===== src/core/ri_pkg.sv =====
package ri_pkg;

    localparam int          RI_NREG = 24;

    // Word indices; the byte address is four times the index.
    localparam logic [5:0]  RI_IDX_RESET_CAUSE_CONTROL   = 6'h0c;
    localparam logic [5:0]  RI_IDX_PC     = 6'h18;
    localparam logic [5:0]  RI_IDX_TOP    = 6'h19;
    localparam logic [5:0]  RI_IDX_SPTR   = 6'h1a;
    localparam logic [5:0]  RI_IDX_IRQC   = 6'h1b;
    localparam logic [5:0]  RI_IDX_IRQF   = 6'h1c;
    localparam logic [5:0]  RI_IDX_PA_DAT = 6'h1d;
    localparam logic [5:0]  RI_IDX_PA_LAT = 6'h1e;
    localparam logic [5:0]  RI_IDX_PA_DIR = 6'h1f;
    localparam logic [5:0]  RI_IDX_OSC    = 6'h20;

    // Plain registers: implemented bits, power-on value, reload on reset, reload on wake.
    localparam logic [7:0]  RI_MASK [RI_NREG] = '{
        8'h0f, 8'hff, 8'h0f, 8'h0f, 8'hff, 8'h1f, 8'hff, 8'hff,
        8'hff, 8'h01, 8'h3f, 8'h01, 8'h00, 8'hff, 8'hff, 8'hbf,
        8'hff, 8'hff, 8'h7f, 8'hff, 8'hff, 8'hff, 8'hff, 8'hff};
    localparam logic [7:0]  RI_POR_VAL [RI_NREG] = '{
        8'h00, 8'h00, 8'h00, 8'h00, 8'h00, 8'h00, 8'h00, 8'h00,
        8'hff, 8'h00, 8'h05, 8'h00, 8'h00, 8'h00, 8'h00, 8'h00,
        8'h00, 8'hff, 8'h00, 8'h00, 8'h00, 8'h00, 8'h00, 8'h00};
    localparam logic [23:0] RI_RST_LOAD  = 24'hf60f0d;
    localparam logic [23:0] RI_WAKE_LOAD = 24'h020000;

    // Reset-cause register.
    localparam logic [7:0]  RI_RESET_CAUSE_CONTROL_MASK = 8'hdf;
    localparam logic [7:0]  RI_RESET_CAUSE_CONTROL_POR  = 8'h1c;
    localparam int          RI_RC_LWRT   = 6;
    localparam int          RI_RC_IPEN   = 7;
    localparam int          RI_RC_RI     = 4;

    // Stack pointer layout.
    localparam logic [7:0]  RI_SPTR_MASK = 8'hdf;
    localparam int          RI_SP_FULL   = 7;
    localparam int          RI_SP_UNF    = 6;

    // Program counter values.
    localparam logic [20:0] RI_VEC_RESET = 21'h000000;
    localparam logic [20:0] RI_VEC_HIGH  = 21'h000008;
    localparam logic [20:0] RI_VEC_LOW   = 21'h000018;
    localparam logic [20:0] RI_PC_STEP   = 21'h000002;

    // Interrupt control bits and port A bit.
    localparam int          RI_IC_GLOBAL_IRQ_ENABLE_HIGH   = 7;
    localparam int          RI_IC_GLOBAL_IRQ_ENABLE_LOW   = 6;
    localparam int          RI_PA_BIT    = 6;
    localparam logic [2:0]  RI_OSC_RESET = 3'h7;

    typedef enum logic [2:0] {
        RI_OSC_LP    = 3'h0,
        RI_OSC_XT    = 3'h1,
        RI_OSC_HS    = 3'h2,
        RI_OSC_RC    = 3'h3,
        RI_OSC_EC    = 3'h4,
        RI_OSC_EXT_CLOCK_IO_OSC_MODE  = 3'h5,
        RI_OSC_HSPLL = 3'h6,
        RI_OSC_RC_IO_OSC_MODE  = 3'h7
    } ri_osc_t;

    typedef enum logic [3:0] {
        RI_CLS_NONE = 4'b0001,
        RI_CLS_POR  = 4'b0010,
        RI_CLS_RST  = 4'b0100,
        RI_CLS_WAKE = 4'b1000
    } ri_cls_t;

endpackage


===== src/core/ri_reset_init.sv =====
`timescale 1ns/1ns
module ri_reset_init #(
    parameter bit PA6_IMPL = 1'b1
) (
    // Clock and reset.
    input  wire logic        i_sys_clk,
    input  wire logic        i_arst_n,
    // APB slave.
    input  wire logic        i_psel,
    input  wire logic        i_penable,
    input  wire logic        i_pwrite,
    input  wire logic [7:0]  i_paddr,
    input  wire logic [31:0] i_pwdata,
    output logic      [31:0] o_prdata,
    output logic             o_pready,
    output logic             o_pslverr,
    // Reset and wake events, one-cycle pulses.
    input  wire logic        i_por_rst,
    input  wire logic        i_bor_rst,
    input  wire logic        i_master_clear_pin_reset,
    input  wire logic        i_watchdog_timer_rst,
    input  wire logic        i_sw_rst,
    input  wire logic        i_stack_full_rst,
    input  wire logic        i_stack_unf_rst,
    input  wire logic        i_watchdog_timer_wake,
    input  wire logic        i_irq_wake,
    // Core state.
    input  wire logic        i_asleep,
    input  wire logic [7:0]  i_irq_src,
    input  wire logic        i_port_a6,
    // Outputs.
    output logic      [20:0] o_pc,
    output logic             o_long_wr_en,
    output logic             o_port_a6_o,
    output logic             o_port_a6_oe
);

    ////////////////////////////////////////////////////////////////////////////////
    logic                  rst_s1_q;
    logic                  rst_n_q;
    logic [7:0]            regs_q [ri_pkg::RI_NREG];
    logic [7:0]            reset_cause_control_q;
    logic [7:0]            reset_cause_control_d;
    logic [20:0]           pc_q;
    logic [20:0]           pc_d;
    logic [20:0]           top_q;
    logic [7:0]            sptr_q;
    logic [7:0]            sptr_d;
    logic [1:0]            gie_q;
    logic [7:0]            irqf_q;
    logic                  pa_lat_q;
    logic                  pa_dir_q;
    logic [2:0]            osc_q;
    logic                  pready_q;
    logic                  pslverr_q;
    logic [31:0]           prdata_q;
    logic [31:0]           rd_val;
    logic                  rd_hit;
    ri_pkg::ri_cls_t       cls;

    always_ff @(posedge i_sys_clk or negedge i_arst_n) begin
        if (!i_arst_n) begin
            rst_s1_q <= 1'b0;
            rst_n_q  <= 1'b0;
        end else begin
            rst_s1_q <= 1'b1;
            rst_n_q  <= rst_s1_q;
        end
    end

    ////////////////////////////////////////////////////////////////////////////////
    // Event classes; power-on outranks other resets, which outrank wake-ups.
    wire ev_por  = i_por_rst | i_bor_rst;
    wire ev_rst  = i_master_clear_pin_reset | i_watchdog_timer_rst | i_sw_rst
                 | i_stack_full_rst | i_stack_unf_rst;
    wire ev_wake = i_watchdog_timer_wake | i_irq_wake;

    assign cls = ev_por  ? ri_pkg::RI_CLS_POR :
                 ev_rst  ? ri_pkg::RI_CLS_RST :
                 ev_wake ? ri_pkg::RI_CLS_WAKE : ri_pkg::RI_CLS_NONE;

    wire       irq_vec  = i_irq_wake & ~ev_por & ~ev_rst & (|gie_q);
    wire       cls_none = (cls == ri_pkg::RI_CLS_NONE);

    ////////////////////////////////////////////////////////////////////////////////
    // APB decode; one wait-free access phase, writes land when pready is seen.
    wire       setup   = i_psel & ~i_penable;
    wire       wr_fire = i_psel & i_penable & i_pwrite & pready_q & ~pslverr_q;
    wire [5:0] widx    = i_paddr[7:2];
    wire [7:0] wbyte   = i_pwdata[7:0];

    wire       pa6_en  = PA6_IMPL
                       & ((osc_q == ri_pkg::RI_OSC_EXT_CLOCK_IO_OSC_MODE)
                       | (osc_q == ri_pkg::RI_OSC_RC_IO_OSC_MODE));

    always_comb begin
        rd_val = 32'h0;
        rd_hit = 1'b1;
        if (widx < 6'(ri_pkg::RI_NREG)) begin
            if (widx == ri_pkg::RI_IDX_RESET_CAUSE_CONTROL) begin
                rd_val[7:0] = reset_cause_control_q;
            end else begin
                rd_val[7:0] = regs_q[widx[4:0]];
            end
        end else begin
            unique case (widx)
                ri_pkg::RI_IDX_PC:     rd_val[20:0] = pc_q;
                ri_pkg::RI_IDX_TOP:    rd_val[20:0] = top_q;
                ri_pkg::RI_IDX_SPTR:   rd_val[7:0]  = sptr_q;
                ri_pkg::RI_IDX_IRQC:   rd_val[7:6]  = gie_q;
                ri_pkg::RI_IDX_IRQF:   rd_val[7:0]  = irqf_q;
                ri_pkg::RI_IDX_PA_DAT: rd_val[6]    = pa6_en & i_port_a6;
                ri_pkg::RI_IDX_PA_LAT: rd_val[6]    = pa6_en & pa_lat_q;
                ri_pkg::RI_IDX_PA_DIR: rd_val[6]    = pa6_en & pa_dir_q;
                ri_pkg::RI_IDX_OSC:    rd_val[2:0]  = osc_q;
                default:               rd_hit       = 1'b0;
            endcase
        end
    end

    always_ff @(posedge i_sys_clk or negedge rst_n_q) begin
        if (!rst_n_q) begin
            pready_q  <= 1'b0;
            pslverr_q <= 1'b0;
            prdata_q  <= 32'h0;
        end else begin
            pready_q  <= setup;
            pslverr_q <= setup & ~rd_hit;
            if (setup) begin
                prdata_q <= rd_hit ? rd_val : 32'h0;
            end
        end
    end

    ////////////////////////////////////////////////////////////////////////////////
    // Plain registers: reload or keep per class, else software write.
    always_ff @(posedge i_sys_clk or negedge rst_n_q) begin
        if (!rst_n_q) begin
            for (int i = 0; i < ri_pkg::RI_NREG; i++) begin
                regs_q[i] <= ri_pkg::RI_POR_VAL[i] & ri_pkg::RI_MASK[i];
            end
        end else begin
            for (int i = 0; i < ri_pkg::RI_NREG; i++) begin
                unique case (cls)
                    ri_pkg::RI_CLS_POR: begin
                        regs_q[i] <= ri_pkg::RI_POR_VAL[i] & ri_pkg::RI_MASK[i];
                    end
                    ri_pkg::RI_CLS_RST: begin
                        if (ri_pkg::RI_RST_LOAD[i]) begin
                            regs_q[i] <= ri_pkg::RI_POR_VAL[i] & ri_pkg::RI_MASK[i];
                        end
                    end
                    ri_pkg::RI_CLS_WAKE: begin
                        if (ri_pkg::RI_WAKE_LOAD[i]) begin
                            regs_q[i] <= ri_pkg::RI_POR_VAL[i] & ri_pkg::RI_MASK[i];
                        end
                    end
                    ri_pkg::RI_CLS_NONE: begin
                        if (wr_fire && widx == 6'(i)) begin
                            regs_q[i] <= wbyte & ri_pkg::RI_MASK[i];
                        end
                    end
                endcase
            end
        end
    end

    ////////////////////////////////////////////////////////////////////////////////
    // Reset-cause flags follow the event that occurred.
    always_comb begin
        reset_cause_control_d = reset_cause_control_q;
        if (wr_fire && widx == ri_pkg::RI_IDX_RESET_CAUSE_CONTROL) begin
            reset_cause_control_d = wbyte & ri_pkg::RI_RESET_CAUSE_CONTROL_MASK;
        end
        if (i_por_rst) begin
            reset_cause_control_d = ri_pkg::RI_RESET_CAUSE_CONTROL_POR;
        end else if (i_bor_rst) begin
            reset_cause_control_d = {1'b0, reset_cause_control_q[6], 4'b0111, reset_cause_control_q[1], 1'b0};
        end else if (i_master_clear_pin_reset) begin
            reset_cause_control_d[7:6] = 2'b00;
            if (i_asleep) begin
                reset_cause_control_d[3:2] = 2'b10;
            end
        end else if (i_watchdog_timer_rst) begin
            reset_cause_control_d[ri_pkg::RI_RC_IPEN] = 1'b0;
            reset_cause_control_d[3:2] = 2'b01;
        end else if (i_sw_rst) begin
            reset_cause_control_d[ri_pkg::RI_RC_IPEN] = 1'b0;
            reset_cause_control_d[ri_pkg::RI_RC_RI]   = 1'b0;
        end else if (i_stack_full_rst || i_stack_unf_rst) begin
            reset_cause_control_d[ri_pkg::RI_RC_IPEN] = 1'b0;
        end else if (i_watchdog_timer_wake) begin
            reset_cause_control_d[3:2] = 2'b00;
        end else if (i_irq_wake) begin
            reset_cause_control_d[3:2] = 2'b10;
        end
    end

    ////////////////////////////////////////////////////////////////////////////////
    // Program counter and stack.
    always_comb begin
        pc_d   = pc_q;
        sptr_d = sptr_q;
        if (cls_none && wr_fire && widx == ri_pkg::RI_IDX_PC) begin
            pc_d = i_pwdata[20:0];
        end
        if (cls_none && wr_fire && widx == ri_pkg::RI_IDX_SPTR) begin
            sptr_d = wbyte & ri_pkg::RI_SPTR_MASK;
        end
        unique case (cls)
            ri_pkg::RI_CLS_POR: begin
                pc_d   = ri_pkg::RI_VEC_RESET;
                sptr_d = 8'h00;
            end
            ri_pkg::RI_CLS_RST: begin
                pc_d   = ri_pkg::RI_VEC_RESET;
                sptr_d = 8'h00;
                sptr_d[ri_pkg::RI_SP_FULL] = i_stack_full_rst;
                sptr_d[ri_pkg::RI_SP_UNF]  = i_stack_unf_rst;
            end
            ri_pkg::RI_CLS_WAKE: begin
                pc_d = pc_q + ri_pkg::RI_PC_STEP;
                if (irq_vec) begin
                    pc_d = gie_q[1] ? ri_pkg::RI_VEC_HIGH : ri_pkg::RI_VEC_LOW;
                    sptr_d[4:0] = sptr_q[4:0] + 5'h01;
                end
            end
            ri_pkg::RI_CLS_NONE: begin
            end
        endcase
    end

    always_ff @(posedge i_sys_clk or negedge rst_n_q) begin
        if (!rst_n_q) begin
            reset_cause_control_q <= ri_pkg::RI_RESET_CAUSE_CONTROL_POR;
            pc_q   <= ri_pkg::RI_VEC_RESET;
            sptr_q <= 8'h00;
            top_q  <= 21'h0;
        end else begin
            reset_cause_control_q <= reset_cause_control_d;
            pc_q   <= pc_d;
            sptr_q <= sptr_d;
            if (ev_por || ev_rst) begin
                top_q <= 21'h0;
            end else if (irq_vec) begin
                top_q <= pc_q;
            end else if (wr_fire && widx == ri_pkg::RI_IDX_TOP) begin
                top_q <= i_pwdata[20:0];
            end
        end
    end

    ////////////////////////////////////////////////////////////////////////////////
    // Interrupt enables and flags; a source that fires as software clears wins.
    always_ff @(posedge i_sys_clk or negedge rst_n_q) begin
        if (!rst_n_q) begin
            gie_q  <= 2'b00;
            irqf_q <= 8'h00;
        end else if (ev_por || ev_rst) begin
            gie_q  <= 2'b00;
            irqf_q <= 8'h00;
        end else begin
            if (wr_fire && widx == ri_pkg::RI_IDX_IRQC) begin
                gie_q <= {wbyte[ri_pkg::RI_IC_GLOBAL_IRQ_ENABLE_HIGH], wbyte[ri_pkg::RI_IC_GLOBAL_IRQ_ENABLE_LOW]};
            end
            if (wr_fire && widx == ri_pkg::RI_IDX_IRQF) begin
                irqf_q <= wbyte | i_irq_src;
            end else begin
                irqf_q <= irqf_q | i_irq_src;
            end
        end
    end

    ////////////////////////////////////////////////////////////////////////////////
    // Port A bit 6 and the oscillator mode.
    always_ff @(posedge i_sys_clk or negedge rst_n_q) begin
        if (!rst_n_q) begin
            pa_lat_q <= 1'b0;
            pa_dir_q <= 1'b1;
            osc_q    <= ri_pkg::RI_OSC_RESET;
        end else if (ev_por) begin
            pa_lat_q <= 1'b0;
            pa_dir_q <= 1'b1;
            osc_q    <= ri_pkg::RI_OSC_RESET;
        end else if (ev_rst) begin
            pa_dir_q <= 1'b1;
        end else if (wr_fire) begin
            if (widx == ri_pkg::RI_IDX_PA_DAT || widx == ri_pkg::RI_IDX_PA_LAT) begin
                pa_lat_q <= wbyte[ri_pkg::RI_PA_BIT];
            end
            if (widx == ri_pkg::RI_IDX_PA_DIR) begin
                pa_dir_q <= wbyte[ri_pkg::RI_PA_BIT];
            end
            if (widx == ri_pkg::RI_IDX_OSC) begin
                osc_q <= wbyte[2:0];
            end
        end
    end

    ////////////////////////////////////////////////////////////////////////////////
    // Registered outputs.
    always_ff @(posedge i_sys_clk or negedge rst_n_q) begin
        if (!rst_n_q) begin
            o_port_a6_o  <= 1'b0;
            o_port_a6_oe <= 1'b0;
        end else begin
            o_port_a6_o  <= pa6_en & pa_lat_q;
            o_port_a6_oe <= pa6_en & ~pa_dir_q;
        end
    end

    assign o_prdata     = prdata_q;
    assign o_pready     = pready_q;
    assign o_pslverr    = pslverr_q;
    assign o_pc         = pc_q;
    assign o_long_wr_en = reset_cause_control_q[ri_pkg::RI_RC_LWRT];

endmodule


===== config.mk =====
export PLATFORM = sky130hd
export DESIGN_NAME = ri_reset_init
export DESIGN_NICKNAME = d
export VERILOG_FILES = /design/src/core/ri_pkg.sv /design/src/core/ri_reset_init.sv
export SDC_FILE = /design/constraint.sdc
export NUM_CORES = 1
export LEC_CHECK = 0
export BUFFER_PORTS_ARGS = -buffer_cell sky130_fd_sc_hd__buf_4
export CORE_UTILIZATION = 54
export CTS_CLUSTER_SIZE = 20
export DETAILED_ROUTE_END_ITERATION = 12
export PLACE_DENSITY = 0.75
export SLEW_MARGIN = 20
export SYNTH_ARGS = -nofsm -noshare
export SYNTH_HDL_FRONTEND = slang
export SYNTH_SLANG_ARGS = --single-unit
export TNS_END_PERCENT = 5

===== constraint.sdc =====
create_clock -name i_sys_clk -period 7.65 [get_ports i_sys_clk]
set_input_delay 0.3825 -clock i_sys_clk [delete_from_list [all_inputs] [get_ports i_sys_clk]]
set_output_delay 0.3825 -clock i_sys_clk [all_outputs]
set_load 0.02 [all_outputs]

==> results by stage, run 1 <==
STA:
- Setup slack on the critical path of the routed design comes to between 4000 and 5000 ps.
- After layout, the minimum clock period comes to 3120 ps.
- The final number of hold-violating endpoints is 0.
- The final period utilization is 0.408.
- Setup violations remaining at the end of the flow were counted as 0.
- Timing would allow up to around 320 MHz.
- For the pin with the worst max-slew slack, the measured transition is 1100 ps.
- Setup repair after global routing left no endpoint under its margin.
- The remaining max-slew budget at the tightest pin is 0.265.
- Adding up every negative setup slack in the final design gives 0 ps.
- The max-slew violation total from the final report is 0.
- On the final layout, the worst clock skew is 14.1 ps.
- Across all hold checks on the routed design, the worst slack comes to between 40 and 50 ps.

Finish:
- The sequential cells in the finished layout cover a total of 6270 um^2.
- Once layout is done, the placed cells without fillers occupy 15100 um^2.
- The layout overhead on the synthesized area is 13.0%.
- The share of cells above drive strength 1 is 0.184.
- For this run, the share of the core covered by cells in the final layout is 0.621.
- The post-layout net count is 1420.
- In the final layout, the multi-input gates occupy 6530 um^2.
- Counting the fill cells in the layout gives just under 2000.
- The repair_antennas step left the layout with diodes totalling 0.

Floorplan:
- For this configuration, the core starts out at a cell density of 0.549.
- The floorplan step defined a core boundary enclosing between 20000 and 25000 um^2.
- The overall die width is 159 um.
- The die covers 25400 um^2.
- The y dimension of the die is about 160 um.
- The top-level port count is 122.
- The number of placement rows is 57.

Clock network:
- The clock passes through at most 3 buffers.
- Post-CTS repair changed the size of 0 cells.
- In this run, CTS created clock tree buffers numbering 29.
- The clock-pin slew on the worst setup and hold paths is 60 ps.
- The clock latency at the later pin of the worst-skew pair is 550 ps.
- TritonCTS built the clock tree.
- The buffer cell driving the clock tree root is clkbuf_16.
- The total clock sinks is roughly 250.
- CTS built an H-tree with a depth of 1.

Logic synthesis:
- Counting instances in the post-synthesis netlist gives the leading cell types as nand2_1, dfrtp_1, mux2i_1.
- The number of enable flip-flop cells after synthesis is 0.
- Of the total synthesized cell area, the portion taken by full adders, half adders and majority gates is 0.00187.
- The register bit count reported by yosys is 249.
- The complex-gate fraction of the synthesized area came to 0.148.
- The cell type with the highest aggregate area in the netlist is dfrtp_1.
- Measured against the total synthesized area, the mux share comes to 0.179.
- The largest family of logic cells by synthesized area is multiplexers.
- The count of yosys warnings during synthesis is 0.
- By area the synthesized netlist is led by dfrtp_1, mux2i_1, nand2_1, dfstp_2, mux4_2.
- Of the post-synthesis cell area, the dominant cell type holds 0.420.
- Of the total synthesized cell area, the portion taken by AND, OR, NAND and NOR gates is 0.153.
- The share of flip-flops with an asynchronous set or reset after synthesis is 1.00.
- The number of distinct standard cells referenced by the synthesized netlist is 80.
- The gate count after technology mapping is 1317.
- The share of synthesized area occupied by flip-flops and latches is 0.469.
- Among all cell types in the netlist, the one instantiated most often is nand2_1.
- Of the total synthesized cell area, the portion taken by XOR and XNOR cells is 0.000656.
- The dominant synthesized flop cell is dfrtp_1.
- The post-synth design cell area is 13400 um^2.
- The average instance in the mapped netlist occupies slightly above 10 um^2.

Placed design:
- In this run the cell area measured after placement is 14100 um^2.
- The final estimated routing congestion in global placement is 0.956.
- The post-detailed-placement half-perimeter wirelength is 25600 um.
- The pre-CTS setup slack is 4040 ps.
- Port buffering added 97 buffers.

Worst setup path:
- The worst setup path is of the primary input to register kind.
- The worst setup path is captured at a register.
- The worst setup path is launched from a primary input.
- STA puts the critical path data required time at just over 8000 ps.
- The maximum fanout encountered on the critical timing path is 41.
- The worst endpoint data arrival time is 3560 ps.

Global routing:
- The first global-routing pass estimated 62300 um of wire.
- After global routing the overflow that remains totals 0.
- The via count of the first global-routing pass was 10600.
- The maximum number of pins on one net before global-route repair is 78.
- The initial antenna violation count is 0.
- The aggregate global-route resource usage is 0.314.

Detailed routing:
- The pre-antenna-repair detailed-routing pass consisted of 6 iterations.
- After the first detailed-routing iteration, the DRC count stood at 1202.
- In the final routed layout, each cell accounts on average for 23.2 um.
- The post-detailed-routing wire length is 39500 um.
- The via count is about 11000.
- In this run the remaining antenna-violating nets after routing total 0.
- The final routed DRC violation total is 0.
- The routed via count divided by cell count is 6.44.

Power:
- The worst-case vdd ir drop is about 0.17 mV.
- In this run the static leakage power is 6.72 nW.
- The power density relative to cell area is 192 nW/um^2.

Status:
- The flow ran to the end, and the final reports show no timing, DRC or antenna violations.

Hold path:
- The path category of the worst min-delay check is primary input to register.

Flow run:
- The number of max-cap violations is 0.
[kinds of logic after synthesis]
family          Yosys count
buf+inv                 137
flops                   249
compound gates          285
simple gates            428
mux                     213
fa+ha+maj                 2
xor+xnor                  1
other cells               2
[where the power goes]
group | switching (mW) | leakage [nW] | total [mW] | internal (mW)
clock network | 0.556 | 0.474 | 1.38 | 0.819
logic | 0.134 | 2.86 | 0.190 | 0.0561
registers | 0.00791 | 3.38 | 1.33 | 1.32
[per-layer routing]
| layer | wire (um) | vias to the layer above | GRT usage |
|---|---|---|---|
| li1 | - | 4819 | - |
| met1 | 16700 | 5465 | 0.445 |
| met2 | 17600 | 574 | 0.475 |
| met3 | 3510 | 97 | 0.0570 |
| met4 | 1650 | 0 | 0.135 |
| met5 | 0 | - | 0 |
[metrics by stage]
stage | total power, mW | cells
after CTS | 2.91 | 1700
after detailed placement | 1.54 | 1645
after global routing | 2.97 | 1701
after global placement | 1.54 | 1645
after floorplan | 1.47 | 1327
final | 2.90 | 1701
[layout by cell type (no fill, tap or decap), drive strengths merged, types with 11 or more instances in the layout]
| master | instances |
|---|---|
| conb | 12 |
| dfrtp | 224 |
| o21ai | 61 |
| buf | 110 |
| nand3 | 15 |
| o211ai | 19 |
| nand2b | 13 |
| nor3 | 28 |
| a21oi | 44 |
| a22oi | 23 |
| clkbuf | 46 |
| mux2i | 184 |
| dfstp | 25 |
| a21o | 12 |
| o31ai | 29 |
| nor2 | 64 |
| nand4 | 13 |
| mux4 | 20 |
| nand2 | 240 |
| nor2b | 11 |
| inv | 23 |
[flip-flops by register name (all words and copies together), names as in the netlist, 2 cells and up]
name	cells
sptr_q	7
gie_q	2
o_prdata	21
irqf_q	8
osc_q	3
reset_cause_control_q	7
top_q	21
regs_q	151
o_pc	21
[timing repair]
action / 4_1_cts / 5_1_grt
endpoints found under the hold margin: 2 / 0
hold buffers: 1 / 0
buffers inserted: 0 / 0
[layout make-up]
cell class / instances / area share
Clock buffer: 46 / 0.0583
Clock inverter: 8 / 0.00481
Inverter: 22 / 0.00547
Multi-Input combinational cell: 941 / 0.433
Sequential cell: 249 / 0.415
Tap cell: 324 / 0.0269
Timing Repair Buffer: 111 / 0.0569
[worst paths after layout]
path,depth (start not counted),startpoint,end,slack [ps]
worst min-delay path,2,i_por_rst,reset_cause_control_q[1]$_DFFE_PN0P_,40
max in group asynchronous,1,rst_n_q$_DFF_PN0_,o_prdata[4]$_DFFE_PN0P_,6020
worst min register to register,0,rst_s1_q$_DFF_PN0_,rst_n_q$_DFF_PN0_,360
worst max-delay path,7,i_paddr[3],sptr_q[0]$_DFF_PN0_,4530
min in group asynchronous,2,i_arst_n,rst_n_q$_DFF_PN0_,140
worst max register to register,5,o_pslverr$_DFF_PN0_,regs_q[141]$_DFFE_PN0P_,4630
[critical path, cell delays in order]
cell,delay [ps]
buf_4,350
buf_4,550
nand2b_1,500
nor2_1,570
and4_1,550
mux2_2,380
a31o_2,240
Note: power is estimated with default switching activity, not from simulation.
==> inputs of run 2 (changes only) <==
==> constraint.sdc (replaced) <==
create_clock -name i_sys_clk -period 2.8 [get_ports i_sys_clk]
set_input_delay 0.14 -clock i_sys_clk [delete_from_list [all_inputs] [get_ports i_sys_clk]]
set_output_delay 0.14 -clock i_sys_clk [all_outputs]
set_load 0.02 [all_outputs]
==> run 2 against run 1 <==
Power increased to 2.8 times the previous value. Worst setup slack lost 4300 ps. Final area rose by 5.4%. Via count increased by 2.2%. Non-clock buffer count increased by 93. Wire length increased by 2.2%. Clock skew rose by 16 ps. First-iteration DRC count up 13%. Critical path type is now register to register. Largest cell class unchanged.
==> results by stage, run 2 (synthesis gave the netlist of run 1 again) <==
Status:
- The flow ran to the end, and the final reports show no timing, DRC or antenna violations.

Worst setup path:
- The critical path goes through and4b_1, nand4_2, mux2i_1, a221oi_1, a211o_1, dlygate4sd3_1.
- The maximum fanout encountered on the critical timing path came to 10 (-76%).
- The endpoint kind of the worst setup timing path is a register.
- The startpoint identified for the worst register-to-register timing path is o_pslverr$_DFF_PN0_.
- The number of cells on the worst reg-to-reg path is 6 (+1).
- The delay of the slowest cell on the worst path was 560 ps (about the same).
- The register-to-register setup slack is 210 ps (-4420 ps).
- STA classifies the critical path startpoint as a register.
- The startpoint-to-endpoint class of the critical path is register to register.
- The critical path startpoint is o_pslverr$_DFF_PN0_.
- The data required time of the critical path is 3270 ps (-4810 ps).
- The capturing element of the worst setup path is reset_cause_control_q[3]$_DFF_PN1_.
- The terminus of the critical flop-to-flop path is reset_cause_control_q[3]$_DFF_PN1_.
- The worst endpoint data arrival time is 3050 ps (-510 ps).
- The slowest library cell on the worst path is dlygate4sd3_1.

Detailed routing:
- The post-detailed-routing wire length is 40400 um (+2.2%).
- The via count was 11200 (+2.2%).
- The final routed DRC violation total is 0 (unchanged).
- The number of nets still failing antenna checks after routing is 0 (unchanged).
- The DRC marker count from the first detailed-route iteration is 1360 (+13%).
- The number of iterations in the first detailed-routing pass is 6 (unchanged).
- The mean routed wirelength per cell came to 22.6 um (-2.8%).
- The routed via count divided by cell count is 6.26 (-2.8%).

STA:
- The final number of hold-violating endpoints came to 0 (unchanged).
- The slew of the pin with the lowest slew margin was 989 ps (-111 ps).
- Setup repair after global routing left no endpoint under its margin.
- Of the available clock period, the critical path in the final layout requires 0.924.
- The final critical-path required period is 2590 ps.
- The total negative slack for setup checks is 0 ps (unchanged).
- The number of failing setup endpoints in the final timing report is 0 (unchanged).
- The worst clock skew is 29.9 ps (+15.7 ps).
- Static timing analysis puts the maximum clock frequency at 387 MHz.
- The max-slew violation total from the final report came to 0 (unchanged).
- The remaining max-slew budget at the tightest pin is 0.335 (+0.0708).

Power:
- The sum of internal, switching and leakage power is 8.00 mW (+180%).
- The leakage power summed over all cells is 7.14 nW (+6.2%).
- The worst-case vdd ir drop is 0.424 mV (+150%).
- The power density relative to cell area is 503 nW/um^2 (+160%).

Clock network:
- The clock latency at the later pin of the worst-skew pair was 540 ps (about the same).
- TritonCTS built the clock tree.
- The clock-pin slew on the worst setup and hold paths was 70 ps (about the same).
- The number of setup buffers added after CTS came to 0 (unchanged).
- The number of CTS-inserted buffers is 27 (-6.9%).
- In this run the clock root is driven by a clkbuf_16.
- The total clock sinks is 249 (unchanged).
- The H-tree depth came to 1 (unchanged).
- The worst-case clock buffer depth is 3 (unchanged).

Finish:
- The library cells used most frequently in the layout, excluding fill and tap cells, are nand2_1, dfrtp_1, mux2i_1.
- From synthesis to final layout, the design area changed by 19.1%.
- The most flop-heavy register is regs_q.
- The number of fill cells is 1898 (-2.9%).
- The post-layout net count is 1511 (+6.4%).
- The antenna diode instance count is 0 (unchanged).
- The flip-flop count of the largest register, all copies and words added is 151 (unchanged).
- The share of cells above drive strength 1 came to 0.208 (+0.0230).
- The combined area of the multi-input logic cells is 6530 um^2 (about the same).
- The most frequent standard cell in the layout excluding fill and tap cells is nand2_1.
- The area used by sequential logic in the layout came to 6270 um^2 (unchanged).

Global routing:
- The global-route wire length before repair was 63700 um (+2.3%).
- The aggregate global-route resource usage is 0.320 (+0.00573).
- The via count of the first global-routing pass was 11100 (+5.3%).
- The total congestion overflow after global routing is 0 (unchanged).
- The maximum number of pins on one net before global-route repair is 114 (+46%).
- The initial antenna violation count is 0 (unchanged).

Floorplan:
- The standard cell core area is 24300 um^2 (unchanged).
- The top-level port count is 122 (unchanged).
- The starting density of the core is 0.549 (unchanged).
- The number of placement rows was 57 (unchanged).
- The y dimension of the die is 159 um (unchanged).
- The overall die width was 159 um (unchanged).
- The total die area is 25400 um^2 (unchanged).

Hold path:
- The path category of the worst min-delay check is primary input to register.
- The cell count of the worst hold path is 4 (+2).

Placed design:
- The count of port buffers added during placement is 97 (unchanged).
- The post-detailed-placement half-perimeter wirelength is 27100 um (+5.6%).
- The final estimated routing congestion in global placement is 0.923 (-3.5%).

Flow run:
- The number of max-cap violations is 0 (unchanged).
[run 2: changes by cell type in the layout (fill, tap and decap cells not counted), sizes merged]
cell / change
clkbuf: -7
bufinv: +2
clkinvlp: +1
dlygate4sd3: +42
inv: -1
buf: +51
[run 2: layout make-up]
cell class,count,area share
Clock buffer,39,0.0510
Timing Repair Buffer,204,0.105
Sequential cell,249,0.394
Tap cell,324,0.0255
Inverter,22,0.00519
Clock inverter,10,0.00850
Multi-Input combinational cell,941,0.411
[run 2: worst min path at each step]
stage	start	endpoint	slack (ps)
finish	i_watchdog_timer_rst	reset_cause_control_q[4]$_DFF_PN1_	40
CTS	i_watchdog_timer_rst	reset_cause_control_q[4]$_DFF_PN1_	10
detailed placement	i_arst_n	rst_s1_q$_DFF_PN0_	-80
floorplan	i_arst_n	rst_s1_q$_DFF_PN0_	-160
global route	i_penable	o_pready$_DFF_PN0_	70
global placement	i_arst_n	rst_s1_q$_DFF_PN0_	-80
[run 2: report_power, final]
part / total, mW / switching [mW] / internal (mW)
logic: 0.610 / 0.397 / 0.213
clock network: 3.76 / 1.48 / 2.28
registers: 3.62 / 0.00874 / 3.61
total: 8.00 / 1.89 / 6.11
[run 2: timing repair]
item                      4_1_cts  5_1_grt
hold buffers                   43        0
hold endpoints to repair       64        0
gates resized for setup         0        0
[run 2: per-stage QoR]
stage | instance area (um^2) | instances | setup WS, ps | utilization | hold WS [ps]
3_3_place_gp | 14500 | 1697 | 481 | 0.597 | -75.7
4_1_cts | 15900 | 1789 | 222 | 0.654 | 11.0
2_1_floorplan | 13400 | 1327 | 310 | - | -156
3_5_place_dp | 14500 | 1697 | 488 | 0.597 | -75.8
6_report | 15900 | 1789 | 214 | 0.654 | 38.8
5_1_grt | 15900 | 1789 | 29.1 | 0.654 | 69.8
[run 2: critical path, delay by kind of cell, from the launching register on]
kind	cells	cell delay (ps)
AOI/OAI and AO/OA	2	390
and+or+nand+nor	2	820
buffers and inverters	1	560
muxes	1	340
DFF	1	390
[run 2: layer usage]
layer / vias to the layer above / track usage / routed length [um]
li1: 4986 / - / -
met1: 5569 / 0.441 / 16800
met2: 539 / 0.512 / 18800
met3: 107 / 0.0542 / 3360
met4: 0 / 0.116 / 1430
met5: - / 0 / 0
